--- src/shared/gsci_params.svh ---
// Purpose: constants for the gas sensor I2C command front end
// Assumes: core clock 50 MHz, I2C standard-mode target
// Notes:   times in ms; cycle counts derived in the core
// Function
// - Idle and ready only after power-up delay
// - Ready again within soft reset time
// - Answer only the fixed 7-bit address
// - Every command is a 16-bit code
// - Words travel high byte first
// - Checksum byte follows every data word, not the command code
// - Write, send, read, send-then-fetch sequences
// - Read header refused until execution time ends
// - Start code begins five-second periodic sampling
// - Halt code returns to idle, 500 ms
// - Calibration is send-then-fetch, 400 ms
// - Only measurement, halt and pressure codes permitted while sampling
// - Fetch empties buffer; empty fetch refused
// - Settings commands other than pressure accepted only in idle
`ifndef GSCI_PARAMS_SVH
`define GSCI_PARAMS_SVH
`define GS_I2C_ADDR      7'h62
`define GS_CLK_KHZ       50000
`define GS_T_PWRUP_MS    1000
`define GS_T_SOFTRST_MS  1000
`define GS_T_UPDATE_MS   5000
`define GS_T_CFG_MS      14'd1
`define GS_T_STOP_MS     14'd500
`define GS_T_FRC_MS      14'd400
`define GS_T_PERSIST_MS  14'd800
`define GS_T_SELFTEST_MS 14'd10000
`define GS_T_FRESET_MS   14'd1200
`define GS_T_REINIT_MS   14'd20
`define GS_CMD_START     16'h21b1
`define GS_CMD_MEAS      16'hec05
`define GS_CMD_STOP      16'h3f86
`define GS_CMD_SET_TOFF  16'h241d
`define GS_CMD_GET_TOFF  16'h2318
`define GS_CMD_SET_ALT   16'h2427
`define GS_CMD_GET_ALT   16'h2322
`define GS_CMD_SET_PRES  16'he000
`define GS_CMD_FRC       16'h362f
`define GS_CMD_SET_ASC   16'h2416
`define GS_CMD_GET_ASC   16'h2313
`define GS_CMD_PERSIST   16'h3615
`define GS_CMD_SERIAL    16'h3682
`define GS_CMD_SELFTEST  16'h3639
`define GS_CMD_FRESET    16'h3632
`define GS_CMD_REINIT    16'h3646
`define GS_CRC_POLY      8'h07
`define GS_CRC_INIT      8'h00
`define GS_WORD_W        16
`define GS_BIT_LAST      3'h7
`define GS_WB_CMDH       3'h0
`define GS_WB_CMDL       3'h1
`define GS_WB_WDH        3'h2
`define GS_WB_WDL        3'h3
`define GS_WB_CRC        3'h4
`define GS_WB_DONE       3'h5
`define GS_PH_CRC        2'h2
`define GS_LEN_ONE       2'h1
`define GS_LEN_MEAS      2'h3
`define GS_TOFF_DEF      16'h05da
`define GS_ALT_DEF       16'h0000
`define GS_PRES_DEF      16'h0000
`define GS_ASC_DEF       16'h0001
`define GS_SELFTEST_OK   16'h0000
`define GS_SERIAL_DEF    48'h0123_4567_89ab
`endif

--- src/shared/gsci_pkg.sv ---
// Purpose: types for the gas sensor I2C command front end
// Assumes: constants come from gsci_params.svh
// Notes:   structs carry grouped samples and settings
package gsci_pkg;
    typedef enum logic [2:0] {
        ST_IDLE, ST_RX, ST_ACK, ST_TX, ST_TXACK, ST_WAIT
    } gsci_bus_st_t;
    typedef enum logic [1:0] {
        RS_NONE, RS_MEAS, RS_BUF, RS_FRC
    } gsci_rsel_t;
    typedef struct packed {
        logic [15:0] co2;
        logic [15:0] temp;
        logic [15:0] rh;
    } gsci_meas_t;
    typedef struct packed {
        logic [15:0] toff;
        logic [15:0] alt;
        logic [15:0] pres;
        logic [15:0] asc;
    } gsci_set_t;
endpackage

--- src/core/gsci_core.sv ---
// Purpose: I2C target command interpreter of the gas sensor
// Assumes: SCL/SDA are open-drain pins, sampled by CORE_CLK
// Notes:   SCL at most 100 kHz, so bit timing is coarse here
`include "gsci_params.svh"
module gsci_core #(
    parameter int unsigned P_CYC_PER_MS = `GS_CLK_KHZ,
    parameter logic [47:0] P_SERIAL     = `GS_SERIAL_DEF // Arbitrary
) (
    input  wire logic               CORE_CLK,   // Core clock
    input  wire logic               RST_N,      // Async reset
    input  wire logic               SCL_I,      // Bus clock pin
    input  wire logic               SDA_I,      // Bus data pin
    output logic                    SDA_O,      // Data drive level
    output logic                    SDA_OE,     // Data pulled low
    input  wire gsci_pkg::gsci_meas_t MEAS,     // Live sample
    input  wire logic [15:0]        CAL_CORR,   // Calibration result
    output gsci_pkg::gsci_set_t     SETTINGS,   // Current settings
    output logic                    MODE_PERIODIC, // Sampling
    output logic                    READY,      // Init complete
    output logic                    CMD_STB,    // Command accepted
    output logic [15:0]             CMD_CODE    // Accepted code
);
    import gsci_pkg::*;

    localparam int unsigned PWRUP_CYC = `GS_T_PWRUP_MS * P_CYC_PER_MS;
    localparam int unsigned SOFT_CYC  = `GS_T_SOFTRST_MS * P_CYC_PER_MS;
    localparam int unsigned UPD_CYC   = `GS_T_UPDATE_MS * P_CYC_PER_MS;

    logic [1:0]   scl_sync_reg;
    logic [1:0]   sda_sync_reg;
    logic         scl_d_reg;
    logic         sda_d_reg;
    gsci_bus_st_t st_reg;
    logic [2:0]   bcnt_reg;
    logic [7:0]   sh_reg;
    logic         got_reg;
    logic         addr_ph_reg;
    logic         rw_reg;
    logic         oe_reg;
    logic         wr_txn_reg;
    logic [2:0]   wcnt_reg;
    logic [15:0]  cmd_reg;
    logic [15:0]  word_reg;
    logic         word_ok_reg;
    logic [31:0]  init_cnt_reg;
    logic [31:0]  exec_cnt_reg;
    logic         ready_reg;
    logic         periodic_reg;
    logic [31:0]  per_cnt_reg;
    gsci_meas_t   res_buf_reg;
    logic         res_valid_reg;
    gsci_rsel_t   rsel_reg;
    logic [15:0]  rd_buf_reg [3];
    logic [1:0]   rd_len_reg;
    logic [1:0]   rd_idx_reg;
    logic [1:0]   rd_ph_reg;
    gsci_set_t    set_reg;
    logic         stb_reg;
    logic [15:0]  code_reg;

    // Checksum over one word, MSB first
    function automatic logic [7:0] crc8(input logic [15:0] w);
        logic [7:0] c;
        c = `GS_CRC_INIT;
        for (int i = `GS_WORD_W - 1; i >= 0; i--) begin
            if (c[7] ^ w[i]) begin
                c = {c[6:0], 1'b0} ^ `GS_CRC_POLY;
            end else begin
                c = {c[6:0], 1'b0};
            end
        end
        return c;
    endfunction

    // Codes allowed while sampling runs
    function automatic logic meas_ok(input logic [15:0] c);
        return c == `GS_CMD_MEAS || c == `GS_CMD_STOP ||
               c == `GS_CMD_SET_PRES;
    endfunction

    // Worst-case execution time in ms
    function automatic logic [13:0] exec_ms(input logic [15:0] c);
        case (c)
            `GS_CMD_STOP:     return `GS_T_STOP_MS;
            `GS_CMD_FRC:      return `GS_T_FRC_MS;
            `GS_CMD_PERSIST:  return `GS_T_PERSIST_MS;
            `GS_CMD_SELFTEST: return `GS_T_SELFTEST_MS;
            `GS_CMD_FRESET:   return `GS_T_FRESET_MS;
            `GS_CMD_REINIT:   return `GS_T_REINIT_MS;
            `GS_CMD_START:    return 14'h0;
            default:          return `GS_T_CFG_MS;
        endcase
    endfunction

    // Pins pass two flops; a third stage only for edge finding
    always_ff @(posedge CORE_CLK or negedge RST_N) begin
        if (!RST_N) begin
            scl_sync_reg <= 2'h3;
            sda_sync_reg <= 2'h3;
            scl_d_reg    <= 1'b1;
            sda_d_reg    <= 1'b1;
        end else begin
            scl_sync_reg <= {scl_sync_reg[0], SCL_I};
            sda_sync_reg <= {sda_sync_reg[0], SDA_I};
            scl_d_reg    <= scl_sync_reg[1];
            sda_d_reg    <= sda_sync_reg[1];
        end
    end

    logic scl;
    logic sda;
    logic scl_rise;
    logic scl_fall;
    logic start_ev;
    logic stop_ev;
    logic byte_ev;
    logic addr_hit;
    logic rd_avail;
    logic ack_addr;
    logic hdr_rd_ev;
    logic hdr_wr_ev;
    logic wbyte_ev;
    logic tx_adv;
    logic exec_go;
    logic [7:0] cur_byte;
    logic [15:0] cur_word;

    // Bus events; START and STOP frame every transaction
    assign scl      = scl_sync_reg[1];
    assign sda      = sda_sync_reg[1];
    assign scl_rise = scl & ~scl_d_reg;
    assign scl_fall = ~scl & scl_d_reg;
    assign start_ev = scl & scl_d_reg & sda_d_reg & ~sda;
    assign stop_ev  = scl & scl_d_reg & ~sda_d_reg & sda;
    assign byte_ev  = (st_reg == ST_RX) & scl_fall & got_reg;

    // Header decode: address, readiness, result availability
    assign addr_hit = sh_reg[7:1] == `GS_I2C_ADDR;
    assign rd_avail = (rsel_reg != RS_NONE) &&
                      (rsel_reg != RS_MEAS || res_valid_reg);
    assign ack_addr = addr_hit & ready_reg & (~sh_reg[0] |
                      (exec_cnt_reg == 32'h0 & rd_avail));
    assign hdr_rd_ev = byte_ev & addr_ph_reg & ack_addr & sh_reg[0];
    assign hdr_wr_ev = byte_ev & addr_ph_reg & ack_addr & ~sh_reg[0];
    assign wbyte_ev  = byte_ev & ~addr_ph_reg & wr_txn_reg;
    assign tx_adv    = (st_reg == ST_TXACK) & scl_rise & ~sda;

    // Busy commands are dropped, not queued; the controller must wait
    assign exec_go = stop_ev & wr_txn_reg & (wcnt_reg > `GS_WB_CMDL) &
                     ready_reg & (exec_cnt_reg == 32'h0) &
                     (~periodic_reg | meas_ok(cmd_reg));

    // Outgoing byte: high, low, checksum per word
    assign cur_word = rd_buf_reg[rd_idx_reg];
    always_comb begin
        if (rd_idx_reg >= rd_len_reg) begin
            cur_byte = 8'hff;
        end else if (rd_ph_reg == `GS_PH_CRC) begin
            cur_byte = crc8(cur_word);
        end else if (rd_ph_reg == 2'h0) begin
            cur_byte = cur_word[15:8];
        end else begin
            cur_byte = cur_word[7:0];
        end
    end

    // Bit-level target: shift in on rise, drive on fall
    always_ff @(posedge CORE_CLK or negedge RST_N) begin
        if (!RST_N) begin
            st_reg      <= ST_IDLE;
            bcnt_reg    <= 3'h0;
            sh_reg      <= 8'h00;
            got_reg     <= 1'b0;
            addr_ph_reg <= 1'b0;
            rw_reg      <= 1'b0;
            oe_reg      <= 1'b0;
        end else if (start_ev) begin
            st_reg      <= ST_RX;
            bcnt_reg    <= 3'h0;
            got_reg     <= 1'b0;
            addr_ph_reg <= 1'b1;
            oe_reg      <= 1'b0;
        end else if (stop_ev) begin
            st_reg <= ST_IDLE;
            oe_reg <= 1'b0;
        end else begin
            case (st_reg)
                ST_RX: begin
                    if (scl_rise) begin
                        sh_reg   <= {sh_reg[6:0], sda};
                        bcnt_reg <= bcnt_reg + 3'h1;
                        got_reg  <= bcnt_reg == `GS_BIT_LAST;
                    end else if (byte_ev) begin
                        got_reg <= 1'b0;
                        if (addr_ph_reg) begin
                            rw_reg <= sh_reg[0];
                        end
                        if (!addr_ph_reg || ack_addr) begin
                            oe_reg <= 1'b1;
                            st_reg <= ST_ACK;
                        end else begin
                            st_reg <= ST_WAIT;
                        end
                    end
                end
                ST_ACK: begin
                    if (scl_fall) begin
                        addr_ph_reg <= 1'b0;
                        bcnt_reg    <= 3'h0;
                        if (rw_reg) begin
                            sh_reg <= {cur_byte[6:0], 1'b0};
                            oe_reg <= ~cur_byte[7];
                            st_reg <= ST_TX;
                        end else begin
                            oe_reg <= 1'b0;
                            st_reg <= ST_RX;
                        end
                    end
                end
                ST_TX: begin
                    if (scl_fall) begin
                        if (bcnt_reg == `GS_BIT_LAST) begin
                            oe_reg <= 1'b0;
                            st_reg <= ST_TXACK;
                        end else begin
                            oe_reg   <= ~sh_reg[7];
                            sh_reg   <= {sh_reg[6:0], 1'b0};
                            bcnt_reg <= bcnt_reg + 3'h1;
                        end
                    end
                end
                ST_TXACK: begin
                    if (scl_rise && sda) begin
                        st_reg <= ST_WAIT; // Controller ends the read
                    end else if (scl_fall) begin
                        sh_reg   <= {cur_byte[6:0], 1'b0};
                        oe_reg   <= ~cur_byte[7];
                        bcnt_reg <= 3'h0;
                        st_reg   <= ST_TX;
                    end
                end
                default: begin
                    oe_reg <= 1'b0;
                end
            endcase
        end
    end

    // Write capture: command, then word and its checksum
    always_ff @(posedge CORE_CLK or negedge RST_N) begin
        if (!RST_N) begin
            wr_txn_reg  <= 1'b0;
            wcnt_reg    <= `GS_WB_CMDH;
            cmd_reg     <= 16'h0000;
            word_reg    <= 16'h0000;
            word_ok_reg <= 1'b0;
        end else if (start_ev || stop_ev) begin
            wr_txn_reg <= 1'b0;
        end else if (hdr_wr_ev) begin
            wr_txn_reg  <= 1'b1;
            wcnt_reg    <= `GS_WB_CMDH;
            word_ok_reg <= 1'b0;
        end else if (wbyte_ev) begin
            case (wcnt_reg)
                `GS_WB_CMDH: cmd_reg[15:8]  <= sh_reg;
                `GS_WB_CMDL: cmd_reg[7:0]   <= sh_reg;
                `GS_WB_WDH:  word_reg[15:8] <= sh_reg;
                `GS_WB_WDL:  word_reg[7:0]  <= sh_reg;
                `GS_WB_CRC:  word_ok_reg <= sh_reg == crc8(word_reg);
                default: ;
            endcase
            if (wcnt_reg != `GS_WB_DONE) begin
                wcnt_reg <= wcnt_reg + 3'h1;
            end
        end
    end

    // Power-up, soft reset and execution timers
    always_ff @(posedge CORE_CLK or negedge RST_N) begin
        if (!RST_N) begin
            init_cnt_reg <= PWRUP_CYC;
            ready_reg    <= 1'b0;
            exec_cnt_reg <= 32'h0;
        end else if (exec_go && cmd_reg == `GS_CMD_REINIT) begin
            init_cnt_reg <= SOFT_CYC;
            ready_reg    <= 1'b0;
            exec_cnt_reg <= 32'h0;
        end else begin
            if (init_cnt_reg != 32'h0) begin
                init_cnt_reg <= init_cnt_reg - 32'h1;
                ready_reg    <= init_cnt_reg == 32'h1;
            end
            if (exec_go) begin
                exec_cnt_reg <= 32'(exec_ms(cmd_reg)) * P_CYC_PER_MS;
            end else if (exec_cnt_reg != 32'h0) begin
                exec_cnt_reg <= exec_cnt_reg - 32'h1;
            end
        end
    end

    // Periodic sampling and the one-shot result buffer
    always_ff @(posedge CORE_CLK or negedge RST_N) begin
        if (!RST_N) begin
            periodic_reg  <= 1'b0;
            per_cnt_reg   <= 32'h0;
            res_buf_reg   <= '0;
            res_valid_reg <= 1'b0;
        end else begin
            if (exec_go && cmd_reg == `GS_CMD_START) begin
                periodic_reg <= 1'b1;
                per_cnt_reg  <= UPD_CYC;
            end else if (exec_go && (cmd_reg == `GS_CMD_STOP ||
                         cmd_reg == `GS_CMD_REINIT)) begin
                periodic_reg <= 1'b0;
            end else if (periodic_reg) begin
                per_cnt_reg <= (per_cnt_reg == 32'h1) ? UPD_CYC :
                               per_cnt_reg - 32'h1;
            end
            // A new sample wins over a fetch in the same cycle
            if (periodic_reg && per_cnt_reg == 32'h1) begin
                res_buf_reg   <= MEAS;
                res_valid_reg <= 1'b1;
            end else if (hdr_rd_ev && rsel_reg == RS_MEAS) begin
                res_valid_reg <= 1'b0;
            end
        end
    end

    // Read source chosen by the command; sample and calibration filled at read header
    always_ff @(posedge CORE_CLK or negedge RST_N) begin
        if (!RST_N) begin
            rsel_reg   <= RS_NONE;
            rd_buf_reg <= '{default: 16'h0000};
            rd_len_reg <= 2'h0;
            rd_idx_reg <= 2'h0;
            rd_ph_reg  <= 2'h0;
        end else if (exec_go) begin
            rsel_reg   <= RS_BUF;
            rd_len_reg <= `GS_LEN_ONE;
            case (cmd_reg)
                `GS_CMD_MEAS:     rsel_reg <= RS_MEAS;
                `GS_CMD_FRC:      rsel_reg <= RS_FRC;
                `GS_CMD_GET_TOFF: rd_buf_reg[0] <= set_reg.toff;
                `GS_CMD_GET_ALT:  rd_buf_reg[0] <= set_reg.alt;
                `GS_CMD_GET_ASC:  rd_buf_reg[0] <= set_reg.asc;
                `GS_CMD_SELFTEST: rd_buf_reg[0] <= `GS_SELFTEST_OK;
                `GS_CMD_SERIAL: begin
                    rd_buf_reg <= '{P_SERIAL[47:32], P_SERIAL[31:16],
                                    P_SERIAL[15:0]};
                    rd_len_reg <= `GS_LEN_MEAS;
                end
                default: rsel_reg <= RS_NONE;
            endcase
        end else if (hdr_rd_ev) begin
            rsel_reg   <= RS_NONE; // One fetch per command
            rd_idx_reg <= 2'h0;
            rd_ph_reg  <= 2'h0;
            if (rsel_reg == RS_MEAS) begin
                rd_buf_reg <= '{res_buf_reg.co2, res_buf_reg.temp,
                                res_buf_reg.rh};
                rd_len_reg <= `GS_LEN_MEAS;
            end else if (rsel_reg == RS_FRC) begin
                rd_buf_reg[0] <= CAL_CORR;
            end
        end else if (tx_adv) begin
            if (rd_ph_reg == `GS_PH_CRC) begin
                rd_ph_reg  <= 2'h0;
                rd_idx_reg <= rd_idx_reg + 2'h1;
            end else begin
                rd_ph_reg <= rd_ph_reg + 2'h1;
            end
        end
    end

    // Settings; a word with a bad checksum is dropped
    always_ff @(posedge CORE_CLK or negedge RST_N) begin
        if (!RST_N) begin
            set_reg <= '{`GS_TOFF_DEF, `GS_ALT_DEF, `GS_PRES_DEF,
                         `GS_ASC_DEF};
        end else if (exec_go && cmd_reg == `GS_CMD_FRESET) begin
            set_reg <= '{`GS_TOFF_DEF, `GS_ALT_DEF, `GS_PRES_DEF,
                         `GS_ASC_DEF};
        end else if (exec_go && word_ok_reg) begin
            case (cmd_reg)
                `GS_CMD_SET_TOFF: set_reg.toff <= word_reg;
                `GS_CMD_SET_ALT:  set_reg.alt  <= word_reg;
                `GS_CMD_SET_PRES: set_reg.pres <= word_reg;
                `GS_CMD_SET_ASC:  set_reg.asc  <= word_reg;
                default: ;
            endcase
        end
    end

    // Accepted-command strobe to the sensor core
    always_ff @(posedge CORE_CLK or negedge RST_N) begin
        if (!RST_N) begin
            stb_reg  <= 1'b0;
            code_reg <= 16'h0000;
        end else begin
            stb_reg <= exec_go;
            if (exec_go) begin
                code_reg <= cmd_reg;
            end
        end
    end

    // Open drain: level is always low, only the enable moves
    assign SDA_O         = 1'b0;
    assign SDA_OE        = oe_reg;
    assign SETTINGS      = set_reg;
    assign MODE_PERIODIC = periodic_reg;
    assign READY         = ready_reg;
    assign CMD_STB       = stb_reg;
    assign CMD_CODE      = code_reg;
endmodule

--- config.mk ---
export PLATFORM = sky130hd
export DESIGN_NAME = gsci_core
export DESIGN_NICKNAME = d
export VERILOG_FILES = /design/src/shared/gsci_pkg.sv /design/src/core/gsci_core.sv
export VERILOG_INCLUDE_DIRS = /design/src /design/src/shared
export SDC_FILE = /design/constraint.sdc
export NUM_CORES = 1
export LEC_CHECK = 0
export CAP_MARGIN = 10
export CELL_PAD_IN_SITES_DETAIL_PLACEMENT = 1
export CELL_PAD_IN_SITES_GLOBAL_PLACEMENT = 2
export CORE_ASPECT_RATIO = 1.2
export CORE_MARGIN = 3
export CORE_UTILIZATION = 40
export CTS_BUF_LIST = sky130_fd_sc_hd__clkbuf_8
export DETAILED_ROUTE_END_ITERATION = 6
export DONT_BUFFER_PORTS = 1
export GPL_TIMING_DRIVEN = 0
export PLACE_DENSITY_LB_ADDON = 0.1
export SETUP_SLACK_MARGIN = 0.02
export SLEW_MARGIN = 10
export SYNTH_ARGS = -nofsm -noshare
export SYNTH_HDL_FRONTEND = slang
export SYNTH_SLANG_ARGS = --single-unit
--- constraint.sdc ---
create_clock -name CORE_CLK -period 15.8 [get_ports CORE_CLK]
set_clock_uncertainty 0.15 [all_clocks]
set_input_delay 1.58 -clock CORE_CLK [delete_from_list [all_inputs] [get_ports CORE_CLK]]
set_output_delay 1.58 -clock CORE_CLK [all_outputs]
set_load 0.05 [all_outputs]
==> impl.org <==
** Critical path
- Largest stage delay on the critical path :: 0.65 ns
- For this design, the slowest cell found on the critical path is sky130_fd_sc_hd__nor4b_1.
- STA classifies the critical path endpoint as a register.
- WP data arrival :: 7.73 ns
- The critical path goes through clkbuf_1, nor4b_1, nor4b_1, a21oi_1, nor2b_1, inv_1, nand2_1, ha_1, ha_1, fa_1, inv_1, fa_1, fa_1, inv_1, ha_1, o21a_1, o21a_1, o21ai_0, o21ba_2, o21ai_0, o41a_1, a31oi_1, xnor2_1, a211oi_1.
- Along the worst path, the maximum fanout reaches 10.
- Category of the worst setup path launch point :: register
- Class of the most critical setup path :: reg2reg
- At the worst endpoint, the required time is 16.20 ns.
- FF-to-FF Start :: cmd_reg[0]$_DFFE_PN0P_
- In this run the worst setup path begins at cmd_reg[0]$_DFFE_PN0P_.

** Timing
- Setup violations remaining at the end of the flow were counted as 0.
- The final hold violation count is 0.
- In this run the tightest slew margin relative to its limit is 14.8%.
- The final critical path takes up 46.4% of the cycle.
- Worst-Margin Slew :: 1.27 ns
- Derived from the worst setup path, the maximum achievable clock frequency is 137 MHz.
- Hold Slack :: 0.206 ns
- Slew Viols, Final :: 0
- Setup repair after global routing left no endpoint under its margin.
- Adding up every negative setup slack in the final design gives 0 ns.
- Final worst path period need :: 7.33 ns

** Global route
- The first global-routing pass estimated 95600 um of wire.
- The number of global-route vias before repair was 15.8k.
- Routing usage on met2 :: 42.5%
- Global routing usage on met1 :: 30.6%
- After global routing, the most crowded layer is met2.
- The initial antenna violation count was 5.
- Pin count of the biggest net entering global routing :: 346
- Total grt overflow :: 0
- Global routing used 24.7% of the available tracks across all layers.
- Global-route track usage on met3 :: 5.73%

** Drt
- The first routing iteration left 733 violations.
- Wires add up to 62000 um.
- Total DRC errors in the routed layout :: 0
- Number of search-and-repair iterations in the first detailed-routing pass :: 6
- Via density per instance :: 5.60
- Wire length per cell after detailed routing :: 23.4 um
- Overall via count from detail_route :: 14.8k
- Antenna viol nets, final :: 0

** CTS
- Number of gates resized after cts :: 0
- CTS tree :: yes
- Number of buffers inserted by post-CTS setup repair :: 0
- The tree is rooted in a sky130_fd_sc_hd__clkbuf_8.
- After clock tree synthesis, the clock-pin slew on the worst setup and hold paths is 0.06 ns.
- Hold repair after CTS inserted 0 buffers.
- The later pin in the worst-skew pair is clocked with a latency of 0.66 ns.
- The clock net in this run drives a total of 345 sinks.
- Cts bufs inserted :: 60
- Counting along the longest clock path gives a buffer depth of 3.
- The clock tree synthesis step divided the H-tree into 2 levels.

** Synthesis
- In the synthesized netlist the dominant register cell turns out to be sky130_fd_sc_hd__dfrtp_1.
- Post-Syn Area :: 0.0191 sq mm
- Count of flip-flops with a built-in enable after synthesis :: 0
- Synthesized instance count :: 1914
- #FFs+latches synth :: 345
- Post-synthesis sequential area ratio :: 45.4%
- The Yosys step of the flow raised 0 warnings.
- Yosys mapped the design onto 79 distinct sky130hd cell types.
- Share of flip-flops with an asynchronous set or reset after synthesis :: 100%
- Average size of a mapped cell :: 9.98 sq um

** Hold path
- The min-delay analysis places its worst path in the category reg2reg.
- Hold path start :: scl_sync_reg[0]$_DFF_PN1_

** Floorplan
- The die covers 0.0504 sq mm.
- The floorplan step defined a core boundary enclosing 0.0471 sq mm.
- Starting density of the core :: 40.5%
- The die is 205 um wide.
- Standard-cell row count :: 87
- Vertical extent of the die :: 245 um
- Number of I/O pins :: 153

** Place
- In this run the tool buffered the top-level ports with 0 buffer cells.
- Post-detailed-placement half-perimeter wirelength :: 46600 um
- Final weighted congestion of routability-driven global placement :: 0.893

** Layout
- The post-route netlist has 12.6% of its cells at a drive strength greater than 1.
- The area growth from synthesis to layout is 11.2%.
- Final #Nets :: 2142
- The layout has 5312 filler cells.
- Max FFs per register :: 64

** Status
- Status :: finished, final reports clean

** Power and ir drop
- Leak pwr :: 0.00989 uW
- Peak VDD IR :: 0.0000578 V
- Dividing total power by cell area gives a power density of 101 mW/mm^2.

** Job
- Max-Cap Viols :: 0
## Yosys cell counts, types with 7 or more instances
cell type	instances	share of area [%]
sky130_fd_sc_hd__a31oi_1	12	0.39
sky130_fd_sc_hd__fa_1	19	2.0
sky130_fd_sc_hd__xnor2_1	90	4.1
sky130_fd_sc_hd__a222oi_1	12	0.63
sky130_fd_sc_hd__nor3b_1	10	0.39
sky130_fd_sc_hd__nor2_1	129	2.5
sky130_fd_sc_hd__o22a_1	16	0.73
sky130_fd_sc_hd__o2bb2ai_1	15	0.69
sky130_fd_sc_hd__a211oi_1	27	1.1
sky130_fd_sc_hd__nor3_1	35	0.92
sky130_fd_sc_hd__clkbuf_1	74	1.5
sky130_fd_sc_hd__and3_1	10	0.33
sky130_fd_sc_hd__a21o_1	11	0.43
sky130_fd_sc_hd__xor2_1	51	2.3
sky130_fd_sc_hd__or3_1	23	0.75
sky130_fd_sc_hd__mux2_2	100	5.9
sky130_fd_sc_hd__nand3_1	38	1.0
sky130_fd_sc_hd__nand4_1	11	0.36
sky130_fd_sc_hd__dfrtp_1	319	42
sky130_fd_sc_hd__a21oi_1	55	1.4
sky130_fd_sc_hd__ha_1	77	5.0
sky130_fd_sc_hd__inv_1	91	1.8
sky130_fd_sc_hd__or4_1	14	0.55
sky130_fd_sc_hd__o21ai_0	134	3.5
sky130_fd_sc_hd__and2_1	8	0.26
sky130_fd_sc_hd__nand2b_1	14	0.46
sky130_fd_sc_hd__mux2i_1	56	2.9
sky130_fd_sc_hd__o31ai_1	9	0.35
sky130_fd_sc_hd__nand3b_1	7	0.28
sky130_fd_sc_hd__a22o_1	19	0.87
sky130_fd_sc_hd__nor2b_1	16	0.52
sky130_fd_sc_hd__dfstp_2	26	3.6
sky130_fd_sc_hd__nand2_1	248	4.9
sky130_fd_sc_hd__nor4_1	24	0.79
sky130_fd_sc_hd__buf_1	7	0.14
## logic make-up (layout without fill, tap and decap cells)
logic type / Yosys count / in the layout / share of synthesized area [%]
xor+xnor: 141 / 141 / 6.46
fa+ha+maj: 96 / 96 / 7.03
other cells: 2 / 7 / 0.0393
compound gates: 365 / 365 / 12.5
flops: 345 / 345 / 45.4
buf+inv: 182 / 291 / 3.75
simple gates: 627 / 627 / 16.1
mux: 156 / 156 / 8.83
## critical path, delay by kind of cell (launching register included)
| family | cells | cell delay (ns) |
|---|---|---|
| XOR/XNOR | 1 | 0.12 |
| AND/OR/NAND/NOR | 4 | 1.75 |
| AO/OA/AOI/OAI | 9 | 1.98 |
| buffers and inverters | 4 | 0.49 |
| flip-flops | 1 | 0.36 |
| adder cells (fa/ha/maj) | 6 | 2.36 |
## path summary, 6_finish.rpt
check | endpoint | slack (ns) | cells after the start
max | exec_cnt_reg[28]$_DFFE_PN0P_ | 8.47 | 24
min | scl_sync_reg[1]$_DFF_PN1_ | 0.21 | 0
max reg2reg | exec_cnt_reg[28]$_DFFE_PN0P_ | 8.47 | 24
min reg2reg | scl_sync_reg[1]$_DFF_PN1_ | 0.21 | 0
max in group asynchronous | st_reg[1]$_DFFE_PN0P_ | 14.15 | 0
min in group asynchronous | CMD_CODE[3]$_DFFE_PN0P_ | 0.49 | 0
## metal layers
metal	part of all wire, %	vias to the layer above
met5	0.074	-
met4	3.3	6
met3	5.0	109
met2	50	263
met1	42	7571
li1	-	6886
## metrics by stage
| step | power [uW] | utilization (%) | instance area [sq um] | setup WS, ns | std cells |
|---|---|---|---|---|---|
| floorplan | 1160 | - | 19100 | 9.79 | 1916 |
| global placement | 1230 | 42.2 | 19900 | 8.54 | 2539 |
| detailed placement | 1240 | 42.2 | 19900 | 8.54 | 2539 |
| CTS | 2160 | 45.0 | 21200 | 8.49 | 2648 |
| global route | 2240 | 45.0 | 21200 | 7.89 | 2649 |
| finish | 2140 | 45.1 | 21200 | 8.47 | 2651 |
## power breakdown
group	leakage, uW	internal (uW)	switching (uW)	total [uW]
clock	0.000738	516	396	911
sequential	0.00437	913	45.6	959
combinational	0.00478	105	161	266
total	0.00989	1530	602	2140
## final cells by class
cell class,instances,area (sq um),share of cell area [%]
multi-input cells,1389,9730,45.8
flip-flops and latches,345,8670,40.8
clock buffers,76,1050,4.93
well taps,623,779,3.67
plain buffers,91,374,1.76
inverters,91,342,1.61
clock inverters,33,293,1.38
diodes,3,7.51,0.0354
## cell usage in the layout (no fill, tap or decap), types with 7 or more instances in the layout
master / netlist / final
sky130_fd_sc_hd__dfrtp_1: 319 / 319
sky130_fd_sc_hd__nand2_1: 248 / 248
sky130_fd_sc_hd__o21ai_0: 134 / 134
sky130_fd_sc_hd__nor2_1: 129 / 129
sky130_fd_sc_hd__inv_1: 91 / 102
sky130_fd_sc_hd__mux2_2: 100 / 100
sky130_fd_sc_hd__xnor2_1: 90 / 90
sky130_fd_sc_hd__ha_1: 77 / 77
sky130_fd_sc_hd__clkbuf_8: 0 / 76
sky130_fd_sc_hd__clkbuf_1: 74 / 74
sky130_fd_sc_hd__mux2i_1: 56 / 56
sky130_fd_sc_hd__a21oi_1: 55 / 55
sky130_fd_sc_hd__xor2_1: 51 / 51
sky130_fd_sc_hd__nand3_1: 38 / 38
sky130_fd_sc_hd__nor3_1: 35 / 35
sky130_fd_sc_hd__a211oi_1: 27 / 27
sky130_fd_sc_hd__dfstp_2: 26 / 26
sky130_fd_sc_hd__nor4_1: 24 / 24
sky130_fd_sc_hd__or3_1: 23 / 23
sky130_fd_sc_hd__a22o_1: 19 / 19
sky130_fd_sc_hd__fa_1: 19 / 19
sky130_fd_sc_hd__nor2b_1: 16 / 16
sky130_fd_sc_hd__o22a_1: 16 / 16
sky130_fd_sc_hd__o2bb2ai_1: 15 / 15
sky130_fd_sc_hd__nand2b_1: 14 / 14
sky130_fd_sc_hd__or4_1: 14 / 14
sky130_fd_sc_hd__clkinv_2: 0 / 14
sky130_fd_sc_hd__a31oi_1: 12 / 12
sky130_fd_sc_hd__a222oi_1: 12 / 12
sky130_fd_sc_hd__nand4_1: 11 / 11
sky130_fd_sc_hd__a21o_1: 11 / 11
sky130_fd_sc_hd__nor3b_1: 10 / 10
sky130_fd_sc_hd__and3_1: 10 / 10
sky130_fd_sc_hd__o31ai_1: 9 / 9
sky130_fd_sc_hd__and2_1: 8 / 8
sky130_fd_sc_hd__nand3b_1: 7 / 7
sky130_fd_sc_hd__buf_1: 7 / 7
(Power assumes the default switching activity.)
